==> src/core/eda_pkg.sv <==
// eda_pkg: constants for the evoke decode and arithmetic unit
// assumes a 16-bit data word and 8-bit control words from program memory
package eda_pkg;
  localparam int          EDA_DW         = 16;
  localparam int          EDA_NUM_DEC    = 4;
  localparam int          EDA_STROBES    = 32;
  // per-slot strap patterns, slot g at bits [3g+:3]
  localparam logic [11:0] EDA_SLOT_STRAPS = 12'h688;
  localparam logic [1:0]  EDA_JUMP_CLASS = 2'h3;   // top two bits 11 = jump
  // decoder slots
  localparam int          DEC_DST_A      = 0;
  localparam int          DEC_DST_B      = 1;
  localparam int          DEC_MISC       = 2;
  localparam int          DEC_DST_A_SAVE = 3;
  // operation strobes for slots 0, 1 and 3
  localparam int OP_PASS_A = 0,  OP_PASS_B = 1,  OP_INC_A = 2,  OP_DEC_A = 3;
  localparam int OP_ADD    = 4,  OP_SUB    = 5,  OP_DBL_A = 6,  OP_HALF_A = 7;
  localparam int OP_HALF_B = 8,  OP_NOT_A  = 9,  OP_NOT_B = 10, OP_OR = 11;
  localparam int OP_AND    = 12, OP_XOR    = 13;
  // transfer strobes for the misc slot
  localparam int MX_A_TR = 0,  MX_TR_A = 1,  MX_B_C1 = 2,  MX_A_EXT = 6;
  localparam int MX_B_EXT = 7, MX_EXT_A = 8, MX_EXT_B = 9, MX_L_CLR = 10;
  localparam int MX_L_SET = 11, MX_L_INV = 12, MX_L_CARRY = 13, MX_ROT_A = 14;
  localparam int MX_ROT_B = 15, MX_A_ZERO = 16, MX_B_ZERO = 17, MX_TR_ZERO = 18;
  // encoder outputs {halve, mode, func3..func0}
  localparam logic [5:0] ENC_PASS_A = 6'h1f, ENC_PASS_B = 6'h1a, ENC_INC_A = 6'h00;
  localparam logic [5:0] ENC_DEC_A  = 6'h0f, ENC_ADD    = 6'h09, ENC_SUB   = 6'h17;
  localparam logic [5:0] ENC_DBL_A  = 6'h0c, ENC_HALF_A = 6'h3f, ENC_HALF_B = 6'h3a;
  localparam logic [5:0] ENC_NOT_A  = 6'h13, ENC_NOT_B  = 6'h1a, ENC_OR    = 6'h16;
  localparam logic [5:0] ENC_AND    = 6'h1b, ENC_XOR    = 6'h16;
  // constant rom, contents arbitrary
  localparam logic [63:0] EDA_CONST_ROM = 64'h0004_0003_0002_0001;
  // register byte addresses
  localparam logic [7:0] REG_CTRL = 8'h00, REG_STATUS = 8'h04, REG_ACC = 8'h08;
  localparam logic [7:0] REG_ARG  = 8'h0c, REG_TEMP   = 8'h10, REG_COND = 8'h14;
  localparam logic [1:0] RESP_OKAY = 2'h0, RESP_DECERR = 2'h3;
  // condition channels
  localparam int COND_PRI_CARRY = 10, COND_PRI_AODD = 11;
  localparam int COND_SEC_AEVEN = 1,  COND_SEC_B0 = 9, COND_SEC_B15 = 10;
  localparam int COND_SEC_LINK = 27;
  typedef enum logic [2:0] {
    ST_IDLE   = 3'h1,
    ST_READY  = 3'h2,
    ST_ACCEPT = 3'h4
  } eda_state_type;
endpackage

==> src/core/eda_arith_unit.sv <==
// eda_arith_unit: evoke decoders, accumulator/argument pair with alu,
// carry-hold and rotate-extension bits, software reached over axi4-lite
// assumes one clock; the external word port pins are asynchronous
//
// Design decisions made here: the address map and the AXI4-Lite slave port.
`timescale 1ns/1ps
module eda_arith_unit
  import eda_pkg::*;
(
  // clock and reset
  input  wire logic        SYS_CLK_IN,
  input  wire logic        RST_IN,
  // axi4-lite write channels
  input  wire logic [7:0]  S_AXI_AWADDR_IN,
  input  wire logic        S_AXI_AWVALID_IN,
  output logic             S_AXI_AWREADY_OUT,
  input  wire logic [31:0] S_AXI_WDATA_IN,
  input  wire logic [3:0]  S_AXI_WSTRB_IN,
  input  wire logic        S_AXI_WVALID_IN,
  output logic             S_AXI_WREADY_OUT,
  output logic [1:0]       S_AXI_BRESP_OUT,
  output logic             S_AXI_BVALID_OUT,
  input  wire logic        S_AXI_BREADY_IN,
  // axi4-lite read channels
  input  wire logic [7:0]  S_AXI_ARADDR_IN,
  input  wire logic        S_AXI_ARVALID_IN,
  output logic             S_AXI_ARREADY_OUT,
  output logic [31:0]      S_AXI_RDATA_OUT,
  output logic [1:0]       S_AXI_RRESP_OUT,
  output logic             S_AXI_RVALID_OUT,
  input  wire logic        S_AXI_RREADY_IN,
  // external word port
  input  wire logic [15:0] EXT_WORD_IN,
  output logic [15:0]      EXT_WORD_OUT,
  output logic             EXT_LOAD_OUT,
  // transfer handshake and status
  output logic             DATA_READY_OUT,
  output logic             DATA_ACCEPT_OUT,
  output logic             DONE_OUT,
  output logic             COND_TRUE_OUT
);

  eda_state_type            state_ff;
  eda_state_type            nxt_state;
  logic [7:0]               cw_ff;
  logic [EDA_DW-1:0]        acc_ff;
  logic [EDA_DW-1:0]        arg_ff;
  logic [EDA_DW-1:0]        temp_ff;
  logic                     carry_ff;
  logic                     link_ff;
  logic [5:0]               cond_sel_ff;
  logic [15:0]              done_cnt_ff;
  logic [EDA_DW-1:0]        ext_meta_ff;
  logic [EDA_DW-1:0]        ext_sync_ff;
  logic [EDA_STROBES-1:0]   strobe [EDA_NUM_DEC];
  logic                     active;
  logic                     start;
  logic                     jump_word;
  logic [EDA_DW:0]          alu_sum;
  logic [EDA_DW-1:0]        bus_val;
  logic                     bus_carry;
  logic                     ld_acc;
  logic                     ld_arg;
  logic                     save;
  logic [5:0]               enc;
  logic [4:0]               op;
  logic                     op_valid;
  logic [29:0]              cond_pri;
  logic [29:0]              cond_sec;
  // axi state
  logic                     aw_got_ff;
  logic                     w_got_ff;
  logic [7:0]               awaddr_ff;
  logic [31:0]              wdata_ff;
  logic                     wr_fire;
  logic                     wr_hit;

  // external word pins pass two flops before use
  always_ff @(posedge SYS_CLK_IN or posedge RST_IN)
  begin
    if (RST_IN)
    begin
      ext_meta_ff <= '0;
      ext_sync_ff <= '0;
    end
    else
    begin
      ext_meta_ff <= EXT_WORD_IN;
      ext_sync_ff <= ext_meta_ff;
    end
  end

  // top two bits 11 mark goto/if/call/exit
  assign jump_word = (cw_ff[7:6] == EDA_JUMP_CLASS);
  assign active    = (state_ff != ST_IDLE);

  // identical decoders, told apart only by their slot strap
  generate
    for (genvar g = 0; g < EDA_NUM_DEC; g++)
    begin : g_dec
      logic match;
      assign match = ~|(cw_ff[7:5] ^ EDA_SLOT_STRAPS[3*g +: 3]);
      assign strobe[g] = (match && active && !jump_word)
                         ? (EDA_STROBES'(1) << cw_ff[4:0])
                         : '0;
    end
  endgenerate

  // operation selected by the arithmetic slots
  always_comb
  begin
    op       = cw_ff[4:0];
    op_valid = (strobe[DEC_DST_A] != '0) || (strobe[DEC_DST_B] != '0)
               || (strobe[DEC_DST_A_SAVE] != '0);
    save     = strobe[DEC_DST_A_SAVE] != '0;
  end

  // operation encoder: halve, mode, func3..func0
  always_comb
  begin
    case (op)
      5'(OP_PASS_A): enc = ENC_PASS_A;
      5'(OP_PASS_B): enc = ENC_PASS_B;
      5'(OP_INC_A):  enc = ENC_INC_A;
      5'(OP_DEC_A):  enc = ENC_DEC_A;
      5'(OP_ADD):    enc = ENC_ADD;
      5'(OP_SUB):    enc = ENC_SUB;
      5'(OP_DBL_A):  enc = ENC_DBL_A;
      5'(OP_HALF_A): enc = ENC_HALF_A;
      5'(OP_HALF_B): enc = ENC_HALF_B;
      5'(OP_NOT_A):  enc = ENC_NOT_A;
      5'(OP_NOT_B):  enc = ENC_NOT_B;
      5'(OP_OR):     enc = ENC_OR;
      5'(OP_AND):    enc = ENC_AND;
      5'(OP_XOR):    enc = ENC_XOR;
      default:       enc = ENC_PASS_A;
    endcase
  end

  // alu keyed on the operation, not the code: two pairs of printed codes collide
  always_comb
  begin
    case (op)
      5'(OP_PASS_B), 5'(OP_HALF_B): alu_sum = {1'b0, arg_ff};
      5'(OP_INC_A):  alu_sum = {1'b0, acc_ff} + 17'h1;
      5'(OP_DEC_A):  alu_sum = {1'b0, acc_ff} + 17'h0ffff;
      5'(OP_ADD):    alu_sum = {1'b0, acc_ff} + {1'b0, arg_ff};
      5'(OP_SUB):    alu_sum = {1'b0, acc_ff} + {1'b0, ~arg_ff} + 17'h1;
      5'(OP_DBL_A):  alu_sum = {acc_ff, 1'b0};
      5'(OP_NOT_A):  alu_sum = {1'b0, ~acc_ff};
      5'(OP_NOT_B):  alu_sum = {1'b0, ~arg_ff};
      5'(OP_OR):     alu_sum = {1'b0, acc_ff | arg_ff};
      5'(OP_AND):    alu_sum = {1'b0, acc_ff & arg_ff};
      5'(OP_XOR):    alu_sum = {1'b0, acc_ff ^ arg_ff};
      default:       alu_sum = {1'b0, acc_ff};
    endcase
  end

  // bus value and carry; halving shifts in the held bit
  always_comb
  begin
    bus_val   = alu_sum[EDA_DW-1:0];
    bus_carry = alu_sum[EDA_DW];
    if (enc[5])
    begin
      bus_val   = {carry_ff, alu_sum[EDA_DW-1:1]};
      bus_carry = alu_sum[0];
    end
    if (!op_valid)
    begin
      bus_carry = 1'b0;
      if (strobe[DEC_MISC][MX_A_TR])
        bus_val = temp_ff;
      else if (strobe[DEC_MISC][MX_B_C1 +: 4] != '0)
        bus_val = EDA_CONST_ROM[16*2'(cw_ff[1:0] - 2'(MX_B_C1)) +: 16]; // wraps mod 4
      else if (strobe[DEC_MISC][MX_A_EXT] || strobe[DEC_MISC][MX_B_EXT])
        bus_val = ext_sync_ff;
      else if (strobe[DEC_MISC][MX_TR_A] || strobe[DEC_MISC][MX_EXT_A])
        bus_val = acc_ff;
      else if (strobe[DEC_MISC][MX_EXT_B])
        bus_val = arg_ff;
      else if (strobe[DEC_MISC][MX_ROT_A])
        bus_val = {link_ff, acc_ff[EDA_DW-1:1]};
      else if (strobe[DEC_MISC][MX_ROT_B])
        bus_val = {link_ff, arg_ff[EDA_DW-1:1]};
      else
        bus_val = '0; // zero sources and link loads leave the bus clear
    end
  end

  // destination selects
  assign ld_acc = (strobe[DEC_DST_A] != '0) || save
                  || strobe[DEC_MISC][MX_A_TR] || strobe[DEC_MISC][MX_A_EXT]
                  || strobe[DEC_MISC][MX_ROT_A] || strobe[DEC_MISC][MX_A_ZERO];
  assign ld_arg = (strobe[DEC_DST_B] != '0) || (strobe[DEC_MISC][MX_B_C1 +: 4] != '0)
                  || strobe[DEC_MISC][MX_B_EXT] || strobe[DEC_MISC][MX_ROT_B]
                  || strobe[DEC_MISC][MX_B_ZERO];

  // transfer sequence: ready for one cycle, then accept and done
  always_comb
  begin
    nxt_state = state_ff;
    case (state_ff)
      ST_IDLE:   if (start) nxt_state = ST_READY;
      ST_READY:  nxt_state = ST_ACCEPT;
      ST_ACCEPT: nxt_state = ST_IDLE;
      default:   nxt_state = ST_IDLE;
    endcase
  end

  always_ff @(posedge SYS_CLK_IN or posedge RST_IN)
  begin
    if (RST_IN)
      state_ff <= ST_IDLE;
    else
      state_ff <= nxt_state;
  end

  // handshake is combinational from state; jump words raise nothing
  assign DATA_READY_OUT  = (state_ff == ST_READY) && !jump_word;
  assign DATA_ACCEPT_OUT = (state_ff == ST_ACCEPT) && !jump_word;
  assign DONE_OUT        = DATA_ACCEPT_OUT;

  // accumulator and argument load only on accept
  always_ff @(posedge SYS_CLK_IN or posedge RST_IN)
  begin
    if (RST_IN)
    begin
      acc_ff <= '0;
      arg_ff <= '0;
    end
    else if (DATA_ACCEPT_OUT)
    begin
      if (ld_acc)
        acc_ff <= bus_val;
      if (ld_arg)
        arg_ff <= bus_val;
    end
  end

  // temp register takes only the accumulator, or clears to zero
  always_ff @(posedge SYS_CLK_IN or posedge RST_IN)
  begin
    if (RST_IN)
      temp_ff <= '0;
    else if (DATA_ACCEPT_OUT && strobe[DEC_MISC][MX_TR_A])
      temp_ff <= bus_val;
    else if (DATA_ACCEPT_OUT && strobe[DEC_MISC][MX_TR_ZERO])
      temp_ff <= '0;
  end

  // carry-hold: only save-tagged transfers clock it
  always_ff @(posedge SYS_CLK_IN or posedge RST_IN)
  begin
    if (RST_IN)
      carry_ff <= 1'b0;
    else if (DATA_ACCEPT_OUT && save)
      carry_ff <= bus_carry;
  end

  // extension bit: imaginary sources, rotations, carry copy
  always_ff @(posedge SYS_CLK_IN or posedge RST_IN)
  begin
    if (RST_IN)
      link_ff <= 1'b0;
    else if (DATA_ACCEPT_OUT)
    begin
      if (strobe[DEC_MISC][MX_L_CLR])
        link_ff <= 1'b0;
      else if (strobe[DEC_MISC][MX_L_SET])
        link_ff <= 1'b1;
      else if (strobe[DEC_MISC][MX_L_INV])
        link_ff <= ~link_ff;
      else if (strobe[DEC_MISC][MX_L_CARRY])
        link_ff <= carry_ff;
      else if (strobe[DEC_MISC][MX_ROT_A])
        link_ff <= acc_ff[0];
      else if (strobe[DEC_MISC][MX_ROT_B])
        link_ff <= arg_ff[0];
    end
  end

  // external word port output latch and load pulse
  always_ff @(posedge SYS_CLK_IN or posedge RST_IN)
  begin
    if (RST_IN)
    begin
      EXT_WORD_OUT <= '0;
      EXT_LOAD_OUT <= 1'b0;
    end
    else
    begin
      EXT_LOAD_OUT <= 1'b0;
      if (DATA_ACCEPT_OUT && (strobe[DEC_MISC][MX_EXT_A] || strobe[DEC_MISC][MX_EXT_B]))
      begin
        EXT_WORD_OUT <= bus_val;
        EXT_LOAD_OUT <= 1'b1;
      end
    end
  end

  // condition channels for the two test multiplexers
  always_comb
  begin
    cond_pri    = '0;
    cond_sec    = '0;
    cond_pri[0] = 1'b1;   // unconditional
    cond_sec[0] = 1'b1;
    cond_pri[COND_PRI_CARRY] = carry_ff;
    for (int i = 0; i < 8; i++)
    begin
      cond_pri[COND_PRI_AODD + i] = acc_ff[2*i + 1];
      cond_sec[COND_SEC_AEVEN + i] = acc_ff[2*i];
    end
    cond_sec[COND_SEC_B0]   = arg_ff[0];
    cond_sec[COND_SEC_B15]  = arg_ff[EDA_DW-1];
    cond_sec[COND_SEC_LINK] = link_ff;
  end

  // jump taken only when the selected bit is one
  always_ff @(posedge SYS_CLK_IN or posedge RST_IN)
  begin
    if (RST_IN)
      COND_TRUE_OUT <= 1'b0;
    else
      COND_TRUE_OUT <= cond_sel_ff[5] ? cond_sec[cond_sel_ff[4:0]]
                                      : cond_pri[cond_sel_ff[4:0]];
  end

  // done counter shows completed transfers to software
  always_ff @(posedge SYS_CLK_IN or posedge RST_IN)
  begin
    if (RST_IN)
      done_cnt_ff <= '0;
    else if (DONE_OUT)
      done_cnt_ff <= done_cnt_ff + 16'h1;
  end

  // axi write: address and data taken in either order
  assign S_AXI_AWREADY_OUT = !aw_got_ff && !S_AXI_BVALID_OUT;
  assign S_AXI_WREADY_OUT  = !w_got_ff && !S_AXI_BVALID_OUT;
  assign wr_fire = aw_got_ff && w_got_ff && !S_AXI_BVALID_OUT;
  assign wr_hit  = (awaddr_ff == REG_CTRL) || (awaddr_ff == REG_COND);
  // a control word written while busy is dropped, not queued
  assign start   = wr_fire && (awaddr_ff == REG_CTRL) && wdata_ff[0] == wdata_ff[0]
                   && !active && S_AXI_WSTRB_IN == S_AXI_WSTRB_IN;

  always_ff @(posedge SYS_CLK_IN or posedge RST_IN)
  begin
    if (RST_IN)
    begin
      aw_got_ff        <= 1'b0;
      w_got_ff         <= 1'b0;
      awaddr_ff        <= '0;
      wdata_ff         <= '0;
      S_AXI_BVALID_OUT <= 1'b0;
      S_AXI_BRESP_OUT  <= RESP_OKAY;
    end
    else
    begin
      if (S_AXI_AWVALID_IN && S_AXI_AWREADY_OUT)
      begin
        aw_got_ff <= 1'b1;
        awaddr_ff <= S_AXI_AWADDR_IN;
      end
      if (S_AXI_WVALID_IN && S_AXI_WREADY_OUT)
      begin
        w_got_ff <= 1'b1;
        wdata_ff <= S_AXI_WDATA_IN;
      end
      if (wr_fire)
      begin
        aw_got_ff        <= 1'b0;
        w_got_ff         <= 1'b0;
        S_AXI_BVALID_OUT <= 1'b1;
        S_AXI_BRESP_OUT  <= wr_hit ? RESP_OKAY : RESP_DECERR;
      end
      else if (S_AXI_BREADY_IN)
        S_AXI_BVALID_OUT <= 1'b0;
    end
  end

  // writable registers: control word and condition select
  always_ff @(posedge SYS_CLK_IN or posedge RST_IN)
  begin
    if (RST_IN)
    begin
      cw_ff       <= '0;
      cond_sel_ff <= '0;
    end
    else
    begin
      if (start)
        cw_ff <= wdata_ff[7:0];
      if (wr_fire && awaddr_ff == REG_COND)
        cond_sel_ff <= wdata_ff[5:0];
    end
  end

  // axi read: one outstanding, data one cycle after address
  assign S_AXI_ARREADY_OUT = !S_AXI_RVALID_OUT;

  always_ff @(posedge SYS_CLK_IN or posedge RST_IN)
  begin
    if (RST_IN)
    begin
      S_AXI_RVALID_OUT <= 1'b0;
      S_AXI_RDATA_OUT  <= '0;
      S_AXI_RRESP_OUT  <= RESP_OKAY;
    end
    else if (S_AXI_ARVALID_IN && S_AXI_ARREADY_OUT)
    begin
      S_AXI_RVALID_OUT <= 1'b1;
      S_AXI_RRESP_OUT  <= RESP_OKAY;
      if (S_AXI_ARADDR_IN == REG_CTRL)
        S_AXI_RDATA_OUT <= {24'h0, cw_ff};
      else if (S_AXI_ARADDR_IN == REG_STATUS)
        S_AXI_RDATA_OUT <= {done_cnt_ff, 2'h0, enc, 4'h0, COND_TRUE_OUT,
                            link_ff, carry_ff, active};
      else if (S_AXI_ARADDR_IN == REG_ACC)
        S_AXI_RDATA_OUT <= {16'h0, acc_ff};
      else if (S_AXI_ARADDR_IN == REG_ARG)
        S_AXI_RDATA_OUT <= {16'h0, arg_ff};
      else if (S_AXI_ARADDR_IN == REG_TEMP)
        S_AXI_RDATA_OUT <= {16'h0, temp_ff};
      else if (S_AXI_ARADDR_IN == REG_COND)
        S_AXI_RDATA_OUT <= {26'h0, cond_sel_ff};
      else
      begin
        S_AXI_RDATA_OUT <= '0;
        S_AXI_RRESP_OUT <= RESP_DECERR;
      end
    end
    else if (S_AXI_RREADY_IN)
      S_AXI_RVALID_OUT <= 1'b0;
  end

endmodule // eda_arith_unit

==> config.mk <==
export PLATFORM = sky130hd
export DESIGN_NAME = eda_arith_unit
export DESIGN_NICKNAME = d
export VERILOG_FILES = /design/src/core/eda_pkg.sv /design/src/core/eda_arith_unit.sv
export SDC_FILE = /design/constraint.sdc
export NUM_CORES = 1
export LEC_CHECK = 0
export BUFFER_PORTS_ARGS = -buffer_cell sky130_fd_sc_hd__buf_4
export CAP_MARGIN = 25
export CELL_PAD_IN_SITES_DETAIL_PLACEMENT = 0
export CELL_PAD_IN_SITES_GLOBAL_PLACEMENT = 1
export CORE_ASPECT_RATIO = 0.6
export CORE_MARGIN = 2
export CORE_UTILIZATION = 45
export CTS_CLUSTER_SIZE = 8
export DETAILED_ROUTE_END_ITERATION = 6
export GPL_ROUTABILITY_DRIVEN = 0
export PLACE_DENSITY = 0.78
export SLEW_MARGIN = 10
export SYNTH_ARGS = -nofsm -noshare
export SYNTH_HDL_FRONTEND = slang
export SYNTH_SLANG_ARGS = --single-unit
==> constraint.sdc <==
create_clock -name SYS_CLK_IN -period 13.6 [get_ports SYS_CLK_IN]
set_input_delay 2.72 -clock SYS_CLK_IN [delete_from_list [all_inputs] [get_ports SYS_CLK_IN]]
set_output_delay 2.72 -clock SYS_CLK_IN [all_outputs]
set_load 0.01 [all_outputs]
Word level (Yosys, flattened, before mapping)
Memories as Yosys holds them, arrays and structs flattened. Index checks and enable logic that the tools add are counted.

Memory bits (read-only): 96. Bits of input ports: 75. Flip-flop bits (word level): 189. Memory bits (writable): 0. Word-level logic and storage cells: 190. Bits in latches: 0. Memories: 1.

Memory list: (no name shown) (depth 16, bits a word 6, read ports 1, clocked after memory_dff 0, wr ports 0, line eda_arith_unit.sv:121) `case (op)`.

Divide/modulo/power cells: 0. Shift operators: 2. Order comparisons: 1. Multiplexer cells: 54. Reductions and logical operators: 69. Equal/unequal tests: 24. Bitwise logic cells: 9. Multiply operators: 0. $add $sub $neg: 7.

Operators with widths (number): 16-bit two-way mux (14); 17-bit case mux with 11 select lines (1); 32-bit two-way mux (5); 32-bit nonzero test (3); 64-bit by 7-bit indexed part select with 16-bit output (first input constant) (1); 16-bit by 16-bit adder with 17-bit output (2); 16-bit inverter (2); 1-bit by 5-bit << shifter with 32-bit output (first input constant) (1); 5-bit by 4-bit equality test with 1-bit output (second input constant) (6); 8-bit by 5-bit equality test with 1-bit output (second input constant) (3); 1-bit logical AND (24); 1-bit two-way mux (20); 19-bit two-way mux (1); 16-bit by 1-bit adder with 17-bit output (second input constant) (1); 16-bit by 16-bit adder with 17-bit output (second input constant) (1); 17-bit by 1-bit adder with 17-bit output (second input constant) (1); 16-bit by 1-bit adder with 16-bit output (second input constant) (1); 16-bit AND (1); 8-bit by 4-bit equality test with 1-bit output (second input constant) (2); 8-bit zero test (2); 16-bit bitwise OR (1); 16-bit bitwise XOR (1); 5-bit by 3-bit equality test with 1-bit output (second input constant) (3); 1-bit logical OR (15); other kinds (25) (54).

Depth between registers and ports, before layout
Depth after elaboration: 15. Mapped depth: 18. Depth with buffers taken out: 14.

Least setup slack after synthesis
No wires, ideal clock.

Path type: input -> register. From: input S_AXI_ARADDR_IN[1]. To: register S_AXI_RDATA_OUT[16]. Arrival time: 4654 ps. Cell stages on the path: 7. Path slack: 8880 ps. Path buffers: 2. Path through: or3_1 > or4_1 > nor2_1 > and4_1 > clkbuf_1 > clkbuf_1 > a22o_1.

Cells in the longest elaborated chain, start to end: 3. Elaborated cells on any way between the ends: 4.

Ends and longest elaborated chain: start: declaration (line eda_arith_unit.sv:25) `input wire logic [7:0] S_AXI_ARADDR_IN,`; 8-bit by 3-bit equality test with 1-bit output (line eda_arith_unit.sv:417) `else if (S_AXI_ARADDR_IN == REG_STATUS)`; 32-bit two-way mux (line eda_arith_unit.sv:417); 32-bit two-way mux * (line eda_arith_unit.sv:415) `if (S_AXI_ARADDR_IN == REG_CTRL)`; end signal: assignment (line eda_arith_unit.sv:416) `S_AXI_RDATA_OUT <= {24'h0, cw_ff};`; end signal: assignment (line eda_arith_unit.sv:418) `S_AXI_RDATA_OUT <= {done_cnt_ff, 2'h0, enc, 4'h0, COND_TRUE_OUT,`; end signal: assignment (line eda_arith_unit.sv:421) `S_AXI_RDATA_OUT <= {16'h0, acc_ff};`; end: declaration (line eda_arith_unit.sv:28) `output logic [31:0] S_AXI_RDATA_OUT,`.

Every way passes the cells marked *; elsewhere a longest branch is shown, timed or not. A chain may end at the register's enable or synchronous reset.

Worst setup path in the final report
From: register cw_ff[0]. To: register EXT_WORD_OUT[11].

Cells in the longest elaborated chain, start to end: 10. Elaborated cells on any way between the ends: 42.

Ends and longest elaborated chain: start: declaration (line eda_arith_unit.sv:45) `logic [7:0] cw_ff;`; start signal: assignment (line eda_arith_unit.sv:394) `cw_ff <= wdata_ff[7:0];`; branches (longest 10 deep; another with 2-bit subtractor); end signal: assignment (line eda_arith_unit.sv:296) `EXT_WORD_OUT <= bus_val;`; end: declaration (line eda_arith_unit.sv:34) `output logic [15:0] EXT_WORD_OUT,`.

Parallel ways; which one is timed is not known.

==> flow_metrics.py <==
metrics = {
    "run_status": {
        "status": "finished with violations",
        "violations": "DRC",
    },
    "sta": {
        "finalCritPeriodShare_pct": 38.43,
        "finalSetupViolCount": 0,
        "slew_headroom_pct": 23.77,
        "rsz0062_at_grt": "false",
        "tns_ns": 0,
        "hold_violations": 0,
        "fmax_mhz": 191.3,
        "worst_pin_slew_ns": 1.132,
        "layout_min_cycle_time_ns": 5.226,
        "maxSlewViolCount": 0,
        "worst_hold_slack_ns": 0.3529,
        "fin_skew_ns": 0.01927,
    },
    "synthesis": {
        "synth_cell_types": 88,
        "ys_seq_elements": 187,
        "synthesis.area_sq_um": 12590,
        "yosys_warnings": 0,
        "syn_area_per_cell_sq_um": 9.035,
        "synth_edf_count": 0,
        "synth_flop_cell": "dfrtp_1",
        "syn-num-nets": 1541,
        "synth-async-reset-ratio_pct": 100.0,
        "syn-instance-count": 1393,
        "ys_seq_area_share_pct": 37.19,
    },
    "power_and_ir_drop": {
        "leakagePower_nw": 6.411,
        "peakVddDrop_uv": 88.71,
        "power_density_nw_per_um2": 130.1,
    },
    "route": {
        "wl_mm": 46.62,
        "drt_first_iter_violations": 1677,
        "vias": 11810,
        "wl_per_cell_um": 25.63,
        "ant_nets": 0,
        "via_per_inst": 6.491,
        "drc": 22,
        "dr.pass1.iters": 7,
    },
    "clocking": {
        "cts.clk_slew.worst_paths_ns": 0.08,
        "htreeDepth": 4,
        "clkLatencyLatePin_ns": 0.46,
        "holdBufCountCts": 0,
        "cts_buffers": 17,
        "root_buffer": "clkbuf_16",
        "ctsResizeCount": 0,
        "cts_num_sinks": 187,
        "cts_buffer_depth": 2,
        "cts_tree": "done",
        "post-cts-setup-buffers": 0,
    },
    "grt": {
        "overflow": 0,
        "antenna_found_initial": 4,
        "grt_max_degree": 118,
        "gr-usage-all-layers_pct": 32.05,
        "grt_pass1_vias": 10920,
        "grt_pass1_wl_mm": 69.73,
    },
    "cells_and_area": {
        "areaGrowthSynthToFinish_pct": 13.94,
        "drive_above_1_share_pct": 17.56,
        "fillers": 2522,
        "fin_nets": 1587,
        "num_antenna_cells": 0,
    },
    "worst_setup_path": {
        "arrival_ns": 5.58,
        "start_kind": "register",
        "cp_max_fo": 16,
        "end_kind": "register",
        "crit_type": "register to register",
        "cp.required_ns": 13.95,
    },
    "die": {
        "die-area_sq_um": 29370,
        "core_area_sq_um": 27520,
        "placementRows": 47,
        "io_pins": 137,
        "die_h_um": 133.5,
        "initial_utilization_pct": 45.73,
        "die_w_um": 219.9,
    },
    "min_path": {
        "hold_class": "register to register",
    },
    "placement": {
        "hpwl_mm": 34.18,
        "io_buffers": 108,
    },
    "job": {
        "max_cap_violations": 0,
    },
}
[through the flow]
stage | instance area [sq um] | instances | utilization (%) | setup slack (ns) | total power, W
3_3_place_gp | 13710 | 1787 | 49.83 | 8.087 | 0.001306
2_1_floorplan | 12590 | 1393 | - | 5.796 | 0.001083
4_1_cts | 14340 | 1819 | 52.10 | 8.520 | 0.001835
5_1_grt | 14340 | 1819 | 52.10 | 8.152 | 0.001947
6_report | 14340 | 1819 | 52.10 | 8.374 | 0.001865
3_5_place_dp | 13710 | 1787 | 49.83 | 8.081 | 0.001315
[synth_stat cells (all sizes together), types with 6 or more instances]
library cell / count / area [sq um]
or3: 6 / 37.54
o21a: 6 / 45.04
a222oi: 13 / 130.1
xor2: 13 / 113.9
nor4: 15 / 100.1
ha: 71 / 888.4
clkbuf: 96 / 360.4
nor2b: 19 / 118.9
o21ai: 112 / 560.5
nand3: 22 / 110.1
a32oi: 7 / 61.31
nand2b: 8 / 50.05
dfrtp: 186 / 4654
a221oi: 21 / 190.2
nor2: 101 / 379.1
o22ai: 9 / 56.30
xnor2: 19 / 166.4
a21oi: 75 / 375.4
o31ai: 11 / 87.58
a211oi: 17 / 132.6
and3: 16 / 100.1
buf: 18 / 98.84
a22o: 25 / 219.0
a31oi: 16 / 100.1
a22oi: 29 / 217.7
nor3: 19 / 110.1
o211ai: 16 / 120.1
nand4: 9 / 56.30
nand2: 123 / 461.7
and2: 16 / 100.1
nor3b: 8 / 60.06
mux2: 47 / 533.0
mux2i: 19 / 190.2
a211o: 7 / 61.31
a21o: 31 / 232.7
inv: 60 / 225.2
a221o: 7 / 70.07
a2111oi: 12 / 118.9
[routing by layer]
metal  vias up  GRT usage (%)  routed length, um
li1       5258              -                  -
met5         -              0                 11
met4         2          8.277                884
met1      5736          48.35              20900
met2       740          38.82              17130
met3        71          16.67               7695
[kinds of logic (layout without fill, tap and decap cells)]
logic type	Yosys count	count (layout)	share of synthesized area [%]
AO/OA/AOI/OAI	460	460	25.37
XOR/XNOR	32	32	2.227
adder cells (fa/ha/maj)	73	73	7.376
buffers and inverters	174	233	5.438
flip-flops	187	187	37.19
multiplexers	71	71	6.641
AND/OR/NAND/NOR	396	396	15.76
[path summary, 6_finish.rpt]
kind                                           from                             end  slack, ns  cells past startpoint
setup / recovery               cw_ff[0]$_DFFE_PP0P_    EXT_WORD_OUT[11]$_DFFE_PP0P_       8.37                     14
hold / removal             ext_meta_ff[5]$_DFF_PP0_        ext_sync_ff[5]$_DFF_PP0_       0.35                      0
setup reg to reg               cw_ff[0]$_DFFE_PP0P_    EXT_WORD_OUT[11]$_DFFE_PP0P_       8.37                     14
hold reg to reg            ext_meta_ff[5]$_DFF_PP0_        ext_sync_ff[5]$_DFF_PP0_       0.35                      0
max in group asynchronous                    RST_IN  S_AXI_RDATA_OUT[6]$_DFFE_PP0P_       9.79                      3
min in group asynchronous                    RST_IN        ext_meta_ff[8]$_DFF_PP0_       2.40                      2
[final cells by class]
| cell class | count | area (sq um) | share of cell area [%] |
|---|---|---|---|
| Multi-Input combinational cell | 1032 | 7281 | 50.77 |
| Sequential cell | 187 | 4682 | 32.65 |
| Timing Repair Buffer | 141 | 1059 | 7.382 |
| Tap cell | 367 | 459.2 | 3.202 |
| Clock buffer | 17 | 425.4 | 2.967 |
| Inverter | 60 | 232.7 | 1.623 |
| Clock inverter | 15 | 201.4 | 1.405 |
[worst max-delay path, stage by stage (launching register included)]
cell and delay (ns):
dfrtp_1 0.48, inv_1 0.20, ha_1 0.57, and3_1 0.78, nand2_1 0.13, ha_1 0.26, fa_1 0.44, a21oi_1 0.28
nor3_1 0.17, or2_2 0.36, mux2i_1 0.30, a31oi_1 0.21, o31ai_1 0.30, o211ai_1 0.28, mux2_2 0.35
[power breakdown]
group          switching [W]  internal (W)  leakage [nW]
clock network       0.000267      0.000255         0.295
logic               0.000453      0.000237          3.64
registers          0.0000500      0.000603          2.48
total               0.000770       0.00110          6.41
[placed cells by master, fill, tap and decap left out, types with 8 or more instances in the layout]
master,instances
o21ai_0,93
a31oi_1,16
nand3_1,22
a21o_1,31
nand4_1,9
and3_1,16
o31ai_1,10
nor2b_1,19
and2_1,16
nor3_1,15
o22ai_1,9
nand2_1,123
ha_1,71
dfrtp_1,185
clkbuf_16,17
xor2_1,13
nor4_1,12
mux2i_1,19
a211oi_1,16
o211ai_1,16
mux2_2,44
nand2b_1,8
a222oi_1,13
a221oi_1,20
a22o_1,25
xnor2_1,19
a21oi_1,75
o21ai_1,17
a2111oi_0,8
buf_4,141
a22oi_1,29
inv_1,58
nor3b_1,8
nor2_1,101
[sequential cells by signal (all words and copies together), names as in the netlist, 3 cells and up]
signal / flops
cw_ff: 8
ext_meta_ff: 16
temp_ff: 16
arg_ff: 16
S_AXI_RDATA_OUT: 32
wdata_ff: 8
cond_sel_ff: 6
state_ff: 3
awaddr_ff: 8
acc_ff: 16
EXT_WORD_OUT: 16
done_cnt_ff: 16
ext_sync_ff: 16
Note: power is estimated with default switching activity, not from simulation.
